**config.mk**
```make
export PLATFORM = sky130hd
export DESIGN_NAME = ebt_bus_seq
export DESIGN_NICKNAME = d
export VERILOG_FILES = /design/src/core/ebt_port_sampler.v /design/src/core/ebt_bus_seq.v
export VERILOG_INCLUDE_DIRS = /design/src /design/src/include
export SDC_FILE = /design/constraint.sdc
export NUM_CORES = 1
export LEC_CHECK = 0
export ABC_CLOCK_PERIOD_IN_PS = 3200
export BUFFER_PORTS_ARGS = -buffer_cell sky130_fd_sc_hd__buf_4
export CAP_MARGIN = 30
export CORE_UTILIZATION = 45
export DETAILED_ROUTE_END_ITERATION = 16
export GPL_TIMING_DRIVEN = 0
export HOLD_SLACK_MARGIN = 0.08
export PLACE_DENSITY = 0.7
export RECOVER_POWER = 100
export SYNTH_ARGS = -nofsm -noshare
export SYNTH_HDL_FRONTEND = slang
export SYNTH_SLANG_ARGS = --single-unit
export TNS_END_PERCENT = 20
```
**constraint.sdc**
```tcl
create_clock -name mclk_i -period 3.2 [get_ports mclk_i]
set_clock_uncertainty 0.1 [all_clocks]
set_input_delay 0.32 -clock mclk_i [delete_from_list [all_inputs] [get_ports mclk_i]]
set_output_delay 0.32 -clock mclk_i [all_outputs]
set_load 0.005 [all_outputs]
```
**src/include/ebt_consts.vh**
```
// Purpose: Shared timing and state constants of the external bus sequencer.
// Assumes: The sequencer clock is the oscillator clock, one period per Tcp.
// Notes:   Times are counted in Tcp; cycle counts are derived from them.
`ifndef EBT_CONSTS_VH
`define EBT_CONSTS_VH

// ********************************************************************
// Clock and reference period
// ********************************************************************
`define EBT_CLK_NS        40
`define EBT_TCP_NS        40
`define EBT_DELTA_NS      20

// ********************************************************************
// Strobe and phase lengths in Tcp
// ********************************************************************
`define EBT_ALE_TCP       2
`define EBT_HOLD_TCP      1
`define EBT_GAP_TCP       2
`define EBT_STORE_TCP     3
`define EBT_RDWR_TCP      6
`define EBT_FLOAT_F_TCP   1
`define EBT_FLOAT_R_TCP   2
`define EBT_WHOLD_TCP     1

// ********************************************************************
// Derived cycle counts
// ********************************************************************
`define EBT_CYC(t)        (((t) * `EBT_TCP_NS + `EBT_CLK_NS - 1) / `EBT_CLK_NS)

// ********************************************************************
// Request kinds and machine cycle phases
// ********************************************************************
`define EBT_KIND_FETCH    2'h0
`define EBT_KIND_READ     2'h1
`define EBT_KIND_WRITE    2'h2
`define EBT_PHASES        12
`define EBT_PH_SAMPLE     4'h9
`define EBT_PH_UPDATE     4'hb

`endif

```
**src/core/ebt_port_sampler.v**
```verilog
// Purpose: Samples port pins and updates port output latches.
// Assumes: Strobes are one-cycle pulses from the machine phase counter.
// Notes:   All outputs are registered.
`timescale 1ns/100ps
`default_nettype none
module ebt_port_sampler #(
  parameter WIDTH = 8
) (
  // Clock and reset
  input  wire             mclk_i,
  input  wire             rst_i,
  // Phase strobes
  input  wire             sample_i,
  input  wire             update_i,
  // Port data
  input  wire [WIDTH-1:0] pin_i,
  input  wire [WIDTH-1:0] wdata_i,
  output reg  [WIDTH-1:0] sampled_o,
  output reg  [WIDTH-1:0] out_o
);

  always @(posedge mclk_i or posedge rst_i)
  begin
    if (rst_i)
    begin
      sampled_o <= {WIDTH{1'b0}};
      out_o     <= {WIDTH{1'b1}};
    end
    else
    begin
      if (sample_i)
      begin
        sampled_o <= pin_i;
      end
      if (update_i)
      begin
        out_o <= wdata_i;
      end
    end
  end

endmodule // ebt_port_sampler
`default_nettype wire

```
**src/core/ebt_bus_seq.v**
```verilog
// Purpose: Sequences fetch, data read and data write cycles on the
//          external bus, and times port sampling and port updates.
// Assumes: One request at a time; the partner meets its own timing.
// Notes:   Strobe outputs are active low where the name says so.
`timescale 1ns/100ps
`default_nettype none
`include "ebt_consts.vh"
module ebt_bus_seq #(
  parameter PORT_W = 8
) (
  // Clock and reset
  input  wire              mclk_i,
  input  wire              rst_i,
  // Request side
  input  wire              req_i,
  input  wire [1:0]        req_kind_i,
  input  wire [15:0]       req_addr_i,
  input  wire [7:0]        req_wdata_i,
  output reg               busy_o,
  output reg               done_o,
  output reg  [7:0]        rdata_o,
  // External bus
  output reg               ale_o,
  output reg               program_store_strobe_n_o,
  output reg               rd_n_o,
  output reg               wr_n_o,
  input  wire [7:0]        low_addr_data_port_i,
  output reg  [7:0]        low_addr_data_port_o,
  output reg               low_addr_data_port_oe_o,
  output reg  [7:0]        high_addr_port_o,
  // General port
  input  wire [PORT_W-1:0] port_pin_i,
  input  wire [PORT_W-1:0] port_wdata_i,
  output wire [PORT_W-1:0] port_sampled_o,
  output wire [PORT_W-1:0] port_o,
  output reg               state_five_phase_two_o,
  output reg               state_six_phase_two_o
);

  // ******************************************************************
  // States and loads
  // ******************************************************************
  localparam [5:0] ST_IDLE = 6'h01;
  localparam [5:0] ST_ALE  = 6'h02;
  localparam [5:0] ST_HOLD = 6'h04;
  localparam [5:0] ST_GAP  = 6'h08;
  localparam [5:0] ST_STRB = 6'h10;
  localparam [5:0] ST_POST = 6'h20;

  localparam integer LD_ALE   = `EBT_CYC(`EBT_ALE_TCP) - 1;
  localparam integer LD_HOLD  = `EBT_CYC(`EBT_HOLD_TCP) - 1;
  localparam integer LD_GAP   = `EBT_CYC(`EBT_GAP_TCP) - 1;
  localparam integer LD_STORE = `EBT_CYC(`EBT_STORE_TCP) - 1;
  localparam integer LD_RDWR  = `EBT_CYC(`EBT_RDWR_TCP) - 1;
  localparam integer LD_FLT_F = `EBT_CYC(`EBT_FLOAT_F_TCP) - 1;
  localparam integer LD_FLT_R = `EBT_CYC(`EBT_FLOAT_R_TCP) - 1;
  localparam integer LD_WHOLD = `EBT_CYC(`EBT_WHOLD_TCP) - 1;
  localparam integer PH_LAST  = `EBT_PHASES - 1;

  reg  [5:0]  state_q;
  reg  [5:0]  state_d;
  reg  [2:0]  cnt_q;
  reg  [2:0]  cnt_d;
  reg  [1:0]  kind_q;
  reg  [1:0]  kind_d;
  reg  [15:0] addr_q;
  reg  [15:0] addr_d;
  reg  [7:0]  wdat_q;
  reg  [7:0]  wdat_d;
  reg         done_d;
  reg         cap_d;
  reg  [3:0]  phase_q;
  wire        cnt_end;
  wire        is_fetch;
  wire        is_write;

  assign cnt_end  = (cnt_q == 3'h0);
  assign is_fetch = (kind_q == `EBT_KIND_FETCH);
  assign is_write = (kind_q == `EBT_KIND_WRITE);

  // ******************************************************************
  // Cycle sequencer
  // ******************************************************************
  always @*
  begin
    state_d = state_q;
    cnt_d   = cnt_q;
    kind_d  = kind_q;
    addr_d  = addr_q;
    wdat_d  = wdat_q;
    done_d  = 1'b0;
    cap_d   = 1'b0;
    if (!cnt_end)
    begin
      cnt_d = cnt_q - 3'h1;
    end
    case (state_q)
      ST_IDLE:
      begin
        if (req_i)
        begin
          state_d = ST_ALE;
          cnt_d   = LD_ALE[2:0];
          kind_d  = req_kind_i;
          addr_d  = req_addr_i;
          wdat_d  = req_wdata_i;
        end
      end
      ST_ALE:
      begin
        if (cnt_end)
        begin
          state_d = ST_HOLD;
          cnt_d   = LD_HOLD[2:0];
        end
      end
      ST_HOLD:
      begin
        if (cnt_end)
        begin
          if (is_fetch)
          begin
            state_d = ST_STRB;
            cnt_d   = LD_STORE[2:0];
          end
          else
          begin
            state_d = ST_GAP;
            cnt_d   = LD_GAP[2:0];
          end
        end
      end
      ST_GAP:
      begin
        if (cnt_end)
        begin
          state_d = ST_STRB;
          cnt_d   = LD_RDWR[2:0];
        end
      end
      ST_STRB:
      begin
        if (cnt_end)
        begin
          state_d = ST_POST;
          cap_d   = !is_write;
          if (is_fetch)
          begin
            cnt_d = LD_FLT_F[2:0];
          end
          else if (is_write)
          begin
            cnt_d = LD_WHOLD[2:0];
          end
          else
          begin
            cnt_d = LD_FLT_R[2:0];
          end
        end
      end
      ST_POST:
      begin
        if (cnt_end)
        begin
          state_d = ST_IDLE;
          done_d  = 1'b1;
        end
      end
      default:
      begin
        state_d = ST_IDLE;
        cnt_d   = 3'h0;
      end
    endcase
  end

  always @(posedge mclk_i or posedge rst_i)
  begin
    if (rst_i)
    begin
      state_q <= ST_IDLE;
      cnt_q   <= 3'h0;
      kind_q  <= 2'h0;
      addr_q  <= 16'h0000;
      wdat_q  <= 8'h00;
    end
    else
    begin
      state_q <= state_d;
      cnt_q   <= cnt_d;
      kind_q  <= kind_d;
      addr_q  <= addr_d;
      wdat_q  <= wdat_d;
    end
  end

  // ******************************************************************
  // Registered bus outputs
  // ******************************************************************
  // Outputs follow the next state so every pin comes from a flop.
  always @(posedge mclk_i or posedge rst_i)
  begin
    if (rst_i)
    begin
      ale_o                    <= 1'b0;
      program_store_strobe_n_o <= 1'b1;
      rd_n_o                   <= 1'b1;
      wr_n_o                   <= 1'b1;
      low_addr_data_port_o     <= 8'h00;
      low_addr_data_port_oe_o  <= 1'b0;
      high_addr_port_o         <= 8'h00;
      busy_o                   <= 1'b0;
      done_o                   <= 1'b0;
      rdata_o                  <= 8'h00;
    end
    else
    begin
      ale_o                    <= (state_d == ST_ALE);
      program_store_strobe_n_o <= !((state_d == ST_STRB) &&
                                    (kind_d == `EBT_KIND_FETCH));
      rd_n_o                   <= !((state_d == ST_STRB) &&
                                    (kind_d == `EBT_KIND_READ));
      wr_n_o                   <= !((state_d == ST_STRB) &&
                                    (kind_d == `EBT_KIND_WRITE));
      high_addr_port_o         <= addr_d[15:8];
      busy_o                   <= (state_d != ST_IDLE);
      done_o                   <= done_d;
      if ((state_d == ST_ALE) || (state_d == ST_HOLD))
      begin
        low_addr_data_port_o    <= addr_d[7:0];
        low_addr_data_port_oe_o <= 1'b1;
      end
      else if ((kind_d == `EBT_KIND_WRITE) && (state_d != ST_IDLE))
      begin
        low_addr_data_port_o    <= wdat_d;
        low_addr_data_port_oe_o <= 1'b1;
      end
      else
      begin
        low_addr_data_port_oe_o <= 1'b0;
      end
      if (cap_d)
      begin
        rdata_o <= low_addr_data_port_i;
      end
    end
  end

  // ******************************************************************
  // Machine phase counter and port timing
  // ******************************************************************
  always @(posedge mclk_i or posedge rst_i)
  begin
    if (rst_i)
    begin
      phase_q                <= 4'h0;
      state_five_phase_two_o <= 1'b0;
      state_six_phase_two_o  <= 1'b0;
    end
    else
    begin
      phase_q                <= (phase_q == PH_LAST[3:0]) ? 4'h0 :
                                phase_q + 4'h1;
      state_five_phase_two_o <= (phase_q == `EBT_PH_SAMPLE);
      state_six_phase_two_o  <= (phase_q == `EBT_PH_UPDATE);
    end
  end

  ebt_port_sampler #(
    .WIDTH     (PORT_W)
  ) u_port (
    .mclk_i    (mclk_i),
    .rst_i     (rst_i),
    .sample_i  (phase_q == `EBT_PH_SAMPLE),
    .update_i  (phase_q == `EBT_PH_UPDATE),
    .pin_i     (port_pin_i),
    .wdata_i   (port_wdata_i),
    .sampled_o (port_sampled_o),
    .out_o     (port_o)
  );

endmodule // ebt_bus_seq
`default_nettype wire

```
==> results.sh <==
export IMPL_status="complete, but fails checks"
export IMPL_violations="max-capacitance violations, max-slew violations"
export IMPL_synth_top_area_cell="dfrtp_1"
export IMPL_p_int_mw=2.39
export IMPL_dp_slack_ps=618
export IMPL_r2r_end="low_addr_data_port_o[0]$_DFFE_PP0P_"
export IMPL_via_count=2551
export IMPL_cts_buffer_depth=2
export IMPL_powerDensity_nw_per_um2=788
export IMPL_pwr_share_clk=0.200
export IMPL_setup_viol_count_final=0
export IMPL_drt_vias_per_instance=5.13
export IMPL_wl_met1_mm=3.37
export IMPL_layout_setup_ws_ps=433
export IMPL_synth_area_per_cell_um2=12.9
export IMPL_core_area_um2=7690
export IMPL_grt_pass1_wl_mm=12.0
export IMPL_fin_crit_sh=0.865
export IMPL_p_sw_frac=0.335
export IMPL_synth_edf_count=0
export IMPL_cp_arrival_ps=2920
export IMPL_hold_buffers=1
export IMPL_hold_ws_ps=105
export IMPL_combPwrFrac=0.393
export IMPL_highest_layer="met4"
export IMPL_yosys_warnings=0
export IMPL_synth_cell_type_count=51
export IMPL_grtUsageTotal=0.185
export IMPL_path_clk_slew_ps=80
export IMPL_mostFrequentLayoutCell="dfrtp_1"
export IMPL_syn2layout_area_growth_pct=28.2
export IMPL_route_met3_wl_um=423
export IMPL_overflow=0
export IMPL_min_period_ps=2770
export IMPL_grt_pass1_vias=2425
export IMPL_fill_cells=669
export IMPL_cts_repair_resized=0
export IMPL_cap_violations=1
export IMPL_num_rows=32
export IMPL_portBuffers=101
export IMPL_cts_tree="built"
export IMPL_clock_latency_ps=340
export IMPL_cts_sink_count=80
export IMPL_worstRegToRegCells=5
export IMPL_antenna_found_initial=0
export IMPL_fin_nets=449
export IMPL_pin_count=102
export IMPL_first_pass_iters=4
export IMPL_seqPwrFrac=0.407
export IMPL_drive_above_1_share=0.435
export IMPL_place_congestion=0.825
export IMPL_crit_required_ps=3350
export IMPL_wirelength_mm=7.31
export IMPL_synth_nets=335
export IMPL_synth_seq_area_share=0.567
export IMPL_netlist_area_leader_share=0.478
export IMPL_ys_flop_type="dfrtp_1"
export IMPL_vdd_drop_max_mv=0.459
export IMPL_start_util=0.463
export IMPL_relSlewSlack=-0.136
export IMPL_hold_end="u_port.sampled_o[6]$_DFFE_PP0P_"
export IMPL_fin_area_um2=4560
export IMPL_wl_per_cell_um=14.7
export IMPL_syn_inst=276
export IMPL_hold_viol=0
export IMPL_synthTopCellsByArea="dfrtp_1 (48%), mux2_2 (15%), dfstp_2 (8.9%), ha_1 (2.1%), buf_4 (1.9%)"
export IMPL_placed_area_um2=4470
export IMPL_ys_ff_latch=80
export IMPL_hp_class="input pin to register"
export IMPL_die_area_um2=8260
export IMPL_synth_area_um2=3560
export IMPL_critPathCaptureType="register"
export IMPL_critPathMaxStageDelay_ps=1060
export IMPL_post_cts_buffers=0
export IMPL_hp_start="port_pin_i[6]"
export IMPL_crit_buf_inv=0
export IMPL_rr_startpoint="state_q[0]$_DFF_PP1_"
export IMPL_grt_max_degree=71
export IMPL_n_antenna_cell=0
export IMPL_cts_buffers=9
export IMPL_die_width_um=90.9
export IMPL_ant_nets=0
export IMPL_min_path_cells=2
export IMPL_critPathTopFamily="compound AO/OA/AOI/OAI gates"
export IMPL_crit_fanout=9
export IMPL_r2r_setup_slack_ps=430
export IMPL_slowest_stage="o311ai_1"
export IMPL_critPathKind="register to register"
export IMPL_async_flop_share=1.00
export IMPL_slew_violations=71
export IMPL_leakage_nw=2.07
export IMPL_cp_cell_sequence="nor4b_4, a221oi_1, o311ai_1, a211oi_1, nor3_1"
export IMPL_remaining_drc_errors=0
export IMPL_wl_met2_mm=3.44
export IMPL_max_freq_ghz=0.361
export IMPL_dpl_hpwl_mm=5.35
export IMPL_htree_levels=3
export IMPL_drt_iter0_drc=168
export IMPL_fp_dieH_um=90.9
export IMPL_mostFrequentLayoutCells="dfrtp_1 (68), buf_4 (61), clkbuf_4 (42), mux2_2 (38), clkbuf_1 (16)"
export IMPL_tightest_slew_ps=1700
export IMPL_cp_start_kind="register"
export IMPL_rsz0062_at_grt="no"
export IMPL_root_buffer="clkbuf_8"
export IMPL_p_sw_mw=1.20
cell usage after synthesis, types with 2 or more instances:
cell,instances
buf_4,9
o22ai_1,3
mux2_4,3
nor2_2,2
a211oi_1,8
and3_1,2
nand3_1,6
dfrtp_1,68
nand4_1,2
dfstp_2,12
nand2_1,10
nor3_1,9
inv_1,12
nor2b_1,5
nor4_1,8
clkbuf_1,2
o21ai_0,11
nand4b_1,2
ha_1,6
nand3b_1,3
nor2_1,14
buf_2,3
buf_6,2
mux2_2,47
worst register-to-register path, cell delays in order (launching register included):
cell and delay [ps]:
dfstp_1 570, nor4b_4 440, a221oi_1 140, o311ai_1 1060, a211oi_1 180, nor3_1 200
stage by stage:
step            util  cells  TNS [ps]  total power, mW
2_1_floorplan      -    276         0             2.48
3_3_place_gp   0.578    479    -12010             2.95
3_5_place_dp   0.582    480         0             3.01
4_1_cts        0.608    497         0             3.74
5_1_grt        0.593    497         0             3.84
6_report       0.593    497         0             3.59
worst max-delay path by stage:
stage                         startpoint                                  end  slack (ps)  cells after the start
floorplan                          rst_i                  addr_q[0]$_DFF_PP0_         750                      1
detailed placement    cnt_q[0]$_DFF_PP0_  low_addr_data_port_o[7]$_DFFE_PP0P_         620                      9
finish              state_q[0]$_DFF_PP1_  low_addr_data_port_o[0]$_DFFE_PP0P_         430                      5
global route                       rst_i                  wdat_q[5]$_DFF_PP0_         210                      4
CTS                   cnt_q[0]$_DFF_PP0_  low_addr_data_port_o[7]$_DFFE_PP0P_         610                      9
global placement                   rst_i                  wdat_q[0]$_DFF_PP0_        -180                      2
logic make-up after synthesis:
kind of cell / share of synthesized area
flops: 0.567
simple gates: 0.115
mux: 0.164
compound gates: 0.0816
buf+inv: 0.0464
fa+ha+maj: 0.0211
xor+xnor: 0.00493
power by group through the flow:
stage / combinational (mW) / sequential (mW) / clock, mW
5_1_grt: 1.56 / 1.49 / 0.789
6_report: 1.41 / 1.46 / 0.718
3_3_place_gp: 1.48 / 1.47 / 0
2_1_floorplan: 1.03 / 1.45 / 0
4_1_cts: 1.53 / 1.47 / 0.743
3_5_place_dp: 1.53 / 1.48 / 0
cell type report:
class,count,area (um^2),area share
Tap cell,102,128,0.0280
Clock buffer,12,145,0.0318
Inverter,13,50.0,0.0110
Buffer,17,98.8,0.0217
Multi-Input combinational cell,166,1330,0.291
Clock inverter,4,45.0,0.00988
Timing Repair Buffer,103,747,0.164
Sequential cell,80,2020,0.442
sequential cells by signal (all words and copies together), names as in the netlist:
signal,cells
high_addr_port_o,7
wdat_q,8
phase_q,4
state_six_phase_two_o,1
ale_o,1
cnt_q,3
wr_n_o,1
state_q,6
low_addr_data_port_o,8
rd_n_o,1
rdata_o,8
busy_o,1
done_o,1
low_addr_data_port_oe_o,1
state_five_phase_two_o,1
kind_q,2
u_port.out_o,8
u_port.sampled_o,8
program_store_strobe_n_o,1
addr_q,9
metal layers:
layer	vias to the layer above	track usage
met2	84	0.285
met5	-	0
met4	0	0.0463
met1	1242	0.252
met3	7	0.0631
li1	1218	-
Power figures use the tool's default switching activity.
